[src/shared/dpm_defs.svh]
// timing counts and field constants for the dual-port memory host controller
`ifndef DPM_DEFS_SVH
`define DPM_DEFS_SVH
`define DPM_CLK_NS 50
`define DPM_ADDR_W 12
`define DPM_DATA_W 8
`define DPM_SEM_SEL_W 3
`define DPM_MBOX_RIGHT 12'hFFF
`define DPM_MBOX_LEFT 12'hFFE
// minimum pulse widths, access, delay and settle times in ns, rounded up to whole cycles below
`define DPM_WR_PULSE_NS 20
`define DPM_RD_ACCESS_NS 25
`define DPM_PORT_DELAY_NS 30
`define DPM_FLAG_PULSE_NS 10
`define DPM_BUSY_SETTLE_NS 20
`define DPM_CYC(ns) (((ns) + `DPM_CLK_NS - 1) / `DPM_CLK_NS)
`define DPM_WR_CYC `DPM_CYC(`DPM_WR_PULSE_NS)
`define DPM_RD_CYC `DPM_CYC(`DPM_RD_ACCESS_NS + `DPM_PORT_DELAY_NS)
`define DPM_FLAG_CYC `DPM_CYC(`DPM_FLAG_PULSE_NS)
`define DPM_BUSY_CYC `DPM_CYC(`DPM_BUSY_SETTLE_NS)
`endif

[src/shared/dpm_pkg.sv]
// types for the dual-port memory host controller
package dpm_pkg;
    typedef enum logic [2:0] {
        DPM_IDLE = 3'b000,
        DPM_SETUP = 3'b001,
        DPM_STROBE = 3'b010,
        DPM_SAMPLE = 3'b011,
        DPM_GAP = 3'b100
    } dpm_state_t;
endpackage : dpm_pkg

[src/core/dpm_cnt.sv]
// small down-counter used for strobe widths and gaps
`timescale 1ns/10ps
`default_nettype none
module dpm_cnt #(
    parameter int W = 4
) (
    // clock and reset
    input wire logic clk,
    input wire logic reset,
    // control
    input wire logic load,
    input wire logic [W-1:0] value,
    output logic done
);
    logic [W-1:0] cnt_q;
    logic [W-1:0] cnt_d;
    always_comb begin
        cnt_d = cnt_q;
        if (load) begin
            cnt_d = value;
        end else if (cnt_q != '0) begin
            cnt_d = cnt_q - W'(1);
        end
    end
    always_ff @(posedge clk) begin
        if (reset) begin
            cnt_q <= '0;
        end else begin
            cnt_q <= cnt_d;
        end
    end
    // no load term: callers load on done, which would close a loop
    assign done = (cnt_q == '0);
endmodule : dpm_cnt
`default_nettype wire

[src/core/dpm_host.sv]
// host controller driving one port of the dual-port memory
`timescale 1ns/10ps
`default_nettype none
`include "dpm_defs.svh"
module dpm_host #(
    parameter int AW = `DPM_ADDR_W,
    parameter int DW = `DPM_DATA_W
) (
    // clock and reset
    input wire logic clk,
    input wire logic reset,
    // user command port
    input wire logic cmd_valid,
    input wire logic cmd_write,
    input wire logic cmd_token,
    input wire logic [AW-1:0] cmd_addr,
    input wire logic [DW-1:0] cmd_wdata,
    output logic cmd_ready,
    output logic rsp_valid,
    output logic [DW-1:0] rsp_rdata,
    output logic mailbox_pending,
    output logic busy_seen,
    // device pins
    output logic [AW-1:0] dev_addr,
    output logic array_select_n,
    output logic token_latch_select_n,
    output logic write_strobe_n,
    output logic output_drive_enable_n,
    output logic [DW-1:0] dev_data_out,
    output logic dev_data_oe,
    input wire logic [DW-1:0] dev_data_in,
    input wire logic busy_n,
    input wire logic mailbox_flag_n
);
    import dpm_pkg::*;
    localparam int CW = 4;
    dpm_state_t st_q, st_d;
    logic [AW-1:0] addr_q, addr_d;
    logic [DW-1:0] wdata_q, wdata_d, rdata_q, rdata_d;
    logic wr_q, wr_d, tok_q, tok_d;
    logic cs_n_q, cs_n_d, sem_n_q, sem_n_d, we_n_q, we_n_d, oe_n_q, oe_n_d;
    logic doe_q, doe_d, rv_q, rv_d, rdy_q, rdy_d, mb_q, bs_q;
    logic ld;
    logic [CW-1:0] ldv;
    logic cnt_done;
    dpm_cnt #(.W(CW)) u_cnt (
        .clk(clk),
        .reset(reset),
        .load(ld),
        .value(ldv),
        .done(cnt_done)
    );
    always_comb begin
        st_d = st_q;
        addr_d = addr_q;
        wdata_d = wdata_q;
        rdata_d = rdata_q;
        wr_d = wr_q;
        tok_d = tok_q;
        cs_n_d = cs_n_q;
        sem_n_d = sem_n_q;
        we_n_d = we_n_q;
        oe_n_d = oe_n_q;
        doe_d = doe_q;
        rv_d = 1'b0;
        rdy_d = rdy_q;
        ld = 1'b0;
        ldv = '0;
        case (st_q)
            DPM_IDLE: begin
                if (cmd_valid && rdy_q) begin
                    rdy_d = 1'b0;
                    wr_d = cmd_write;
                    tok_d = cmd_token;
                    // only the low three bits matter for tokens
                    addr_d = cmd_token ? AW'(cmd_addr[`DPM_SEM_SEL_W-1:0])
                                       : cmd_addr;
                    // token writes carry only bit 0
                    wdata_d = cmd_token ? DW'(cmd_wdata[0])
                                        : cmd_wdata;
                    cs_n_d = cmd_token;
                    sem_n_d = !cmd_token;
                    st_d = DPM_SETUP;
                    // busy settle wait also covers slave contention
                    ld = 1'b1;
                    ldv = CW'(`DPM_BUSY_CYC);
                end
            end
            DPM_SETUP: begin
                // hold off array writes while busy is low; token writes and reads go ahead
                if (cnt_done && (busy_n || tok_q || !wr_q)) begin
                    st_d = DPM_STROBE;
                    ld = 1'b1;
                    if (wr_q) begin
                        we_n_d = 1'b0;
                        doe_d = 1'b1;
                        ldv = CW'(`DPM_WR_CYC);
                    end else begin
                        oe_n_d = 1'b0;
                        ldv = CW'(`DPM_RD_CYC);
                    end
                end
            end
            DPM_STROBE: begin
                if (cnt_done) begin
                    st_d = DPM_SAMPLE;
                    rdata_d = dev_data_in;
                end
            end
            DPM_SAMPLE: begin
                // strobes rise before select so the write ends cleanly
                we_n_d = 1'b1;
                oe_n_d = 1'b1;
                rv_d = !wr_q;
                st_d = DPM_GAP;
                ld = 1'b1;
                ldv = CW'(`DPM_FLAG_CYC);
            end
            DPM_GAP: begin
                cs_n_d = 1'b1;
                sem_n_d = 1'b1;
                doe_d = 1'b0;
                if (cnt_done) begin
                    st_d = DPM_IDLE;
                    rdy_d = 1'b1;
                end
            end
            default: begin
                st_d = DPM_IDLE;
                rdy_d = 1'b1;
            end
        endcase
    end
    always_ff @(posedge clk) begin
        if (reset) begin
            st_q <= DPM_IDLE;
            addr_q <= '0;
            wdata_q <= '0;
            rdata_q <= '0;
            wr_q <= 1'b0;
            tok_q <= 1'b0;
            cs_n_q <= 1'b1;
            sem_n_q <= 1'b1;
            we_n_q <= 1'b1;
            oe_n_q <= 1'b1;
            doe_q <= 1'b0;
            rv_q <= 1'b0;
            rdy_q <= 1'b1;
            mb_q <= 1'b0;
            bs_q <= 1'b0;
        end else begin
            st_q <= st_d;
            addr_q <= addr_d;
            wdata_q <= wdata_d;
            rdata_q <= rdata_d;
            wr_q <= wr_d;
            tok_q <= tok_d;
            cs_n_q <= cs_n_d;
            sem_n_q <= sem_n_d;
            we_n_q <= we_n_d;
            oe_n_q <= oe_n_d;
            doe_q <= doe_d;
            rv_q <= rv_d;
            rdy_q <= rdy_d;
            mb_q <= !mailbox_flag_n;
            bs_q <= !busy_n;
        end
    end
    assign cmd_ready = rdy_q;
    assign rsp_valid = rv_q;
    assign rsp_rdata = rdata_q;
    assign mailbox_pending = mb_q;
    assign busy_seen = bs_q;
    assign dev_addr = addr_q;
    assign array_select_n = cs_n_q;
    assign token_latch_select_n = sem_n_q;
    assign write_strobe_n = we_n_q;
    assign output_drive_enable_n = oe_n_q;
    assign dev_data_out = wdata_q;
    assign dev_data_oe = doe_q;
endmodule : dpm_host
`default_nettype wire

[config.mk]
export PLATFORM = sky130hd
export DESIGN_NAME = dpm_host
export DESIGN_NICKNAME = d
export VERILOG_FILES = /design/src/shared/dpm_pkg.sv /design/src/core/dpm_cnt.sv /design/src/core/dpm_host.sv
export VERILOG_INCLUDE_DIRS = /design/src /design/src/shared
export SDC_FILE = /design/constraint.sdc
export NUM_CORES = 1
export LEC_CHECK = 0
export BUFFER_PORTS_ARGS = -buffer_cell sky130_fd_sc_hd__buf_4
export CAP_MARGIN = 0
export CORE_MARGIN = 5
export CORE_UTILIZATION = 35
export DETAILED_ROUTE_END_ITERATION = 8
export SYNTH_ARGS = -nofsm -noshare
export SYNTH_HDL_FRONTEND = slang
export SYNTH_SLANG_ARGS = --single-unit
[constraint.sdc]
create_clock -name clk -period 1.88 [get_ports clk]
set_input_delay 0.376 -clock clk [delete_from_list [all_inputs] [get_ports clk]]
set_output_delay 0.376 -clock clk [all_outputs]
set_load 0.1 [all_outputs]
; ---- After elaboration in Yosys (flattened, before gate mapping)
; Index checks and enable logic that the tools add are counted.
[totals]
reg_bits = 46
latchBits = 0
ram_bits = 0
romBits = 0
output_inout_bits = 37
elab_cells = 86
memories = 0
[classes]
n_addsub = 1
mul = 0
n_div = 0
n_lt_le_gt_ge = 0
n_eq_ne = 10
n_shift = 0
muxes = 32
bitwise_logic = 2
n_reduce_logical = 25
[op_table]
columns = operator, count
row1 = case mux 3 bit (5 select lines), 1
row2 = two-way mux 1 bit, 13
row3 = two-way mux 12 bit, 1
row4 = two-way mux 3 bit, 4
row5 = != test 2 bit (second input constant), 6
row6 = AND reduction 3 bit, 4
row7 = case mux 1 bit (2 select lines), 5
row8 = two-way mux 4 bit, 2
row9 = two-way mux 8 bit, 1
row10 = nonzero test 2 bit, 4
row11 = equality test 3 x 2 -> 1 bit (second input constant), 2
row12 = case mux 1 bit (3 select lines), 2
row13 = case mux 2 bit (3 select lines), 1
row14 = AND reduction 2 bit, 3
row15 = zero test 1 bit, 4
row16 = zero test 4 bit, 1
row17 = two-way mux 2 bit, 2
row18 = AND reduction 4 bit, 1
row19 = nonzero test 4 bit, 1
row20 = subtractor 4 x 1 -> 4 bit (second input constant), 1
row21 = equality test 3 x 1 -> 1 bit (second input constant), 1
row22 = equality test 3 bit (second input constant), 1
row23 = zero test 3 bit, 1
row24 = OR reduction 3 bit, 1
row25 = other kinds (4), 7

; ---- Logic depth before layout (Yosys ltp)
[logic_depth]
depth_word = 6
ltp_mapped = 8
mapped_depth_nobuf = 6

; ---- By module
; From an unflattened synthesis, not the netlist that was laid out.
[hier_totals]
hier_cells = 213
hier_area_um2 = 1964.4
[modules_own_cells]
columns = mod, instances, cells_per_inst, area_per_inst_um2, seq_area_each_um2
row1 = dpm_host, 1, 189, 1735.4, 840.8
row2 = dpm_cnt, 1, 24, 229.0, 80.1

; ---- Least setup slack after synthesis
; OpenSTA, ideal clock, no wires.
[synth_timing]
path_type = reg-to-reg
from = reg rdy_q, in the netlist cmd_ready
to = reg addr_q[1], in the netlist dev_addr[1]
arrival_time_ns = 2.099
required_time_ns = 1.748
slack_ns = -0.352
path_stages_with_launch = 7
n_path_buf = 2
synth_period_minus_slack_ns = 2.232
path_cell_list = dfxtp_1 > nand2_1 > or4_1 > clkbuf_1 > clkbuf_1 > nand2_1 > a21oi_1
[synth_via]
elab_chain_len = 2
[synth_rtl]
columns = element, line_no
row1 = start: declaration, dpm_host.sv:42  ; logic doe_q, doe_d, rv_q, rv_d, rdy_q, rdy_d, mb_q, bs_q;
row2 = start signal: assignment, dpm_host.sv:164  ; rdy_q <= rdy_d;
row3 = logical AND 1 bit, dpm_host.sv:71  ; if (cmd_valid && rdy_q) begin
row4 = AND reduction 2 bit (no source line), -
row5 = end signal: assignment, dpm_host.sv:153  ; addr_q <= addr_d;
row6 = end: declaration, dpm_host.sv:38  ; logic [AW-1:0] addr_q, addr_d;
; Every way passes these cells.
; A chain may end at the register's enable or synchronous reset.

; ---- Final worst setup path
[layout_timing]
from = reg u_cnt.cnt_q[0]
to = reg u_cnt.cnt_q[1]
[layout_via]
elab_chain_len = 5
[layout_rtl]
columns = element, line_no
row1 = start: declaration, dpm_cnt.sv:15  ; logic [W-1:0] cnt_q;
row2 = start signal: assignment, dpm_cnt.sv:29  ; cnt_q <= cnt_d;
row3 = zero test 4 bit, dpm_cnt.sv:33  ; assign done = (cnt_q == '0);
row4 = logical AND 1 bit, dpm_host.sv:91  ; if (cnt_done && (busy_n || tok_q || !wr_q)) begin
row5 = two-way mux 2 bit or two-way mux 1 bit (tied branches), dpm_host.sv:91
row6 = case mux 2 bit (3 select lines) or case mux 1 bit (3 select lines) (tied branches), dpm_host.sv:69  ; case (st_q)
row7 = two-way mux 4 bit or nonzero test 2 bit (tied branches), -
; Parallel ways exist; a longest one is shown, timed or not. The select of a mux whose other input is x is not followed.

==> impl_metrics.csv <==
group,metric,value,unit
cts,cts_made_buffers,5,
cts,clock_tree.htree_level_count,2,
die,floorplan.die.width,82.25,um
yosys,share_of_the_yosys_chip_area_belonging_to_registers,0.5041,
setup_path,timing.setup.critical_path_class,"flip-flop to flip-flop",
timing,post-route-period-util,0.9293,
yosys,synthesis.instances,203,
yosys,ys_top_cells_by_area,"sky130_fd_sc_hd__dfxtp_1, sky130_fd_sc_hd__a21oi_1, sky130_fd_sc_hd__nand2_1",
timing,fmax,572.4,MHz
routing,drt-pass1-iter-count,5,
setup_path,cp_capture_type,"flip-flop",
yosys,yosysTopAreaCell,"sky130_fd_sc_hd__dfxtp_1",
pwr,power.density_cell_area,1597,mW/mm^2
timing,timing_hold_violations_final,0,
global_routing,global_route.peak_usage_layer,"met2",
routing,total_wirelength_of_the_detailed_routed_design,4.508,mm
cells_and_area,layout-area-overhead-vs-synth,42.94,%
cells_and_area,nets,313,
global_routing,wire_length_of_the_first_global_routing_pass,7.396,mm
timing,final_max_slew_viols,0,
cells_and_area,diodes_inserted,0,
setup_path,reg2reg_from,"u_cnt.cnt_q[0]$_SDFFE_PP0P_",
cts,clock_sinks,46,
global_routing,grt_start_max_net_pins,43,
die,die_height,82.25,um
global_routing,grt_overflow,0,
setup_path,cp-startpoint,"u_cnt.cnt_q[0]$_SDFFE_PP0P_",
cts,postCtsSetupBuffers,0,
run,drv_cap,0,
yosys,syn_avg_cell_area,8.999,um^2
cells_and_area,final_cells,348,
cts,cts_clk_pin_slew_worst_paths,0.09,ns
cts,clock_tree.buffer_depth,2,
placed_design,port_buffers,71,
hold_path,hold_path_startpoint,"mailbox_flag_n",
timing,worst-slew-pin-transition,0.4930,ns
placed_design,dpl.hpwl,3.196,mm
routing,antenna_left,0,
die,rows,26,
routing,vias,1649,
global_routing,grt_use_total,0.1404,
cts,clock_insertion_delay_worst_skew,0.29,ns
die,floorplan.core_area,0.005075,mm^2
yosys,synth_warnings,0,
outcome,run_status,"finished, final reports clean",
global_routing,first_global_vias,1626,
setup_path,cp_startpoint_kind,"flip-flop",
yosys,synth_largest_type_area_fraction,0.5041,
timing,clock_skew,0.005517,ns
placed_design,post-place-cells,340,
yosys,synth_nets,239,
cts,clockRootBuffer,"sky130_fd_sc_hd__clkbuf_8",
cts,hold_buffers,0,
routing,drt_iter0_markers,85,
yosys,syn-cell-area,0.001827,mm^2
die,io_pins,72,
pwr,static-leakage-power,1.143,nW
yosys,ys_seq_elements,46,
timing,timing.setup.tns,0,ns
yosys,post_synth_num_cell_types,36,
pwr,vdd_ir_drop_max,835.7,uV
timing,setup_repair_after_global_routing_missed_its_margin,"false",
cells_and_area,drive_gt1_frac,0.3489,
hold_path,hp-class,"primary input to flip-flop",
global_routing,global_routing_met2_resource_utilization,0.2236,
setup_path,worst-path-max-fanout,4,
routing,route.detailed.vias_per_inst,4.739,
global_routing,number_of_antenna_violations_at_the_first_check_in_global_routing,0,
global_routing,grt_util_met3,0.05857,
die,floorplan.initialDensity,0.3600,
die,design.die.area,0.006764,mm^2
placed_design,gp_congestion,0.8186,
cts,tritoncts,"done",
setup_path,required_time_of_the_critical_path,2.07,ns
global_routing,grtUsageMet1,0.1702,
cells_and_area,mostFrequentLayoutCell,"sky130_fd_sc_hd__buf_4",
timing,timing.max_slew.rel_slack,0.6706,
cells_and_area,num-fill-cells,501,
routing,avgRoutedWirePerCell,12.95,um
timing,final-setup-viol-count,0,
setup_path,worstPathArrival,1.94,ns
cells_and_area,most-common-layout-cells,"sky130_fd_sc_hd__buf_4, sky130_fd_sc_hd__dfxtp_1, sky130_fd_sc_hd__nand2_1",
timing,final.min_clock_period,1.747,ns
routing,drc,0,
registers in the layout, indices dropped and copies added, names as in the netlist, 3 cells and up:
| signal | count |
|---|---|
| u_cnt.cnt_q | 4 |
| st_q | 3 |
| dev_addr | 12 |
| rsp_rdata | 8 |
| dev_data_out | 8 |
cell type report:
| type | count | area (um^2) | share of cell area |
|---|---|---|---|
| Clock buffer | 6 | 82.58 | 0.03162 |
| Clock inverter | 2 | 60.06 | 0.02300 |
| Inverter | 2 | 7.507 | 0.002875 |
| Multi-Input combinational cell | 140 | 835.8 | 0.3201 |
| Sequential cell | 46 | 922.1 | 0.3531 |
| Tap cell | 70 | 87.58 | 0.03354 |
| Timing Repair Buffer | 82 | 615.6 | 0.2357 |
where the power goes:
group / switching, mW / total [mW] / internal, mW
Clock: 0.334 / 0.901 / 0.567
Sequential: 0.149 / 1.30 / 1.15
Combinational: 1.31 / 1.97 / 0.668
per-layer routing:
layer / part of all wire / up-vias
met5: 0 / -
met4: 0.014 / 0
met3: 0.097 / 6
met2: 0.46 / 56
met1: 0.43 / 749
li1: - / 838
cells by family after synthesis:
kind of cell / synth area share
AND/OR/NAND/NOR: 0.2623
flip-flops: 0.5041
AO/OA/AOI/OAI: 0.1178
buffers and inverters: 0.04520
multiplexers: 0.04932
XOR/XNOR: 0.01439
adder cells (fa/ha/maj): 0.006848
metrics by stage:
step,setup WS (ns),power (mW),utilization,area (um^2),hold WS (ns)
floorplan,0.008944,2.792,-,1828,0.4427
global placement,0.08723,3.276,0.4857,2465,0.4386
detailed placement,0.05320,3.277,0.4857,2465,0.4476
CTS,0.03475,4.190,0.5138,2608,0.2130
global route,0.02914,4.420,0.5145,2611,0.2098
finish,0.1330,4.169,0.5145,2611,0.2248
worst max-delay path, cell delays in order, from the launching register on:
cell and delay (ns):
sky130_fd_sc_hd__dfxtp_1 0.34, sky130_fd_sc_hd__inv_1 0.06, sky130_fd_sc_hd__ha_1 0.16, sky130_fd_sc_hd__or3b_4 0.42
sky130_fd_sc_hd__nor4b_4 0.32, sky130_fd_sc_hd__a211oi_1 0.09, sky130_fd_sc_hd__a32o_1 0.27
path summary, 6_finish.rpt:
| check | end | slack (ns) | cells after the start |
|---|---|---|---|
| worst max-delay path | u_cnt.cnt_q[1]$_SDFFE_PP0P_ | 0.13 | 6 |
| worst min-delay path | mailbox_pending$_SDFF_PP0_ | 0.22 | 2 |
| worst max register to register | u_cnt.cnt_q[1]$_SDFFE_PP0P_ | 0.13 | 6 |
| worst min register to register | dev_data_out[2]$_SDFFE_PP0N_ | 0.46 | 2 |
cells in the mapped netlist:
master	n
sky130_fd_sc_hd__buf_1	1
sky130_fd_sc_hd__or4_1	1
sky130_fd_sc_hd__nor4b_4	1
sky130_fd_sc_hd__buf_6	2
sky130_fd_sc_hd__nand3b_1	17
sky130_fd_sc_hd__or3_4	1
sky130_fd_sc_hd__nand2_1	36
sky130_fd_sc_hd__inv_1	2
sky130_fd_sc_hd__or3_1	1
sky130_fd_sc_hd__nor2b_1	2
sky130_fd_sc_hd__o31ai_1	1
sky130_fd_sc_hd__o21bai_1	1
sky130_fd_sc_hd__ha_1	1
sky130_fd_sc_hd__o22a_2	1
sky130_fd_sc_hd__nor4_2	1
sky130_fd_sc_hd__nor3b_1	1
sky130_fd_sc_hd__or3b_1	1
sky130_fd_sc_hd__buf_2	3
sky130_fd_sc_hd__nor2_1	17
sky130_fd_sc_hd__a211oi_1	2
sky130_fd_sc_hd__o21ai_1	1
sky130_fd_sc_hd__nor4_1	1
sky130_fd_sc_hd__a31oi_1	1
sky130_fd_sc_hd__and2_1	2
sky130_fd_sc_hd__nor3_1	2
sky130_fd_sc_hd__xnor2_1	3
sky130_fd_sc_hd__a32o_1	1
sky130_fd_sc_hd__nand2b_1	1
sky130_fd_sc_hd__clkbuf_1	9
sky130_fd_sc_hd__mux2i_1	9
sky130_fd_sc_hd__nor3b_2	1
sky130_fd_sc_hd__a21oi_1	27
sky130_fd_sc_hd__o21ai_0	2
sky130_fd_sc_hd__dfxtp_1	46
sky130_fd_sc_hd__a2111oi_0	1
sky130_fd_sc_hd__nand3_1	3
timing repair:
action                     in CTS  in global routing
gates resized for setup         0                  2
setup endpoints to repair       0                 12
hold endpoints to repair        0                  0
Power figures use the tool's default switching activity.
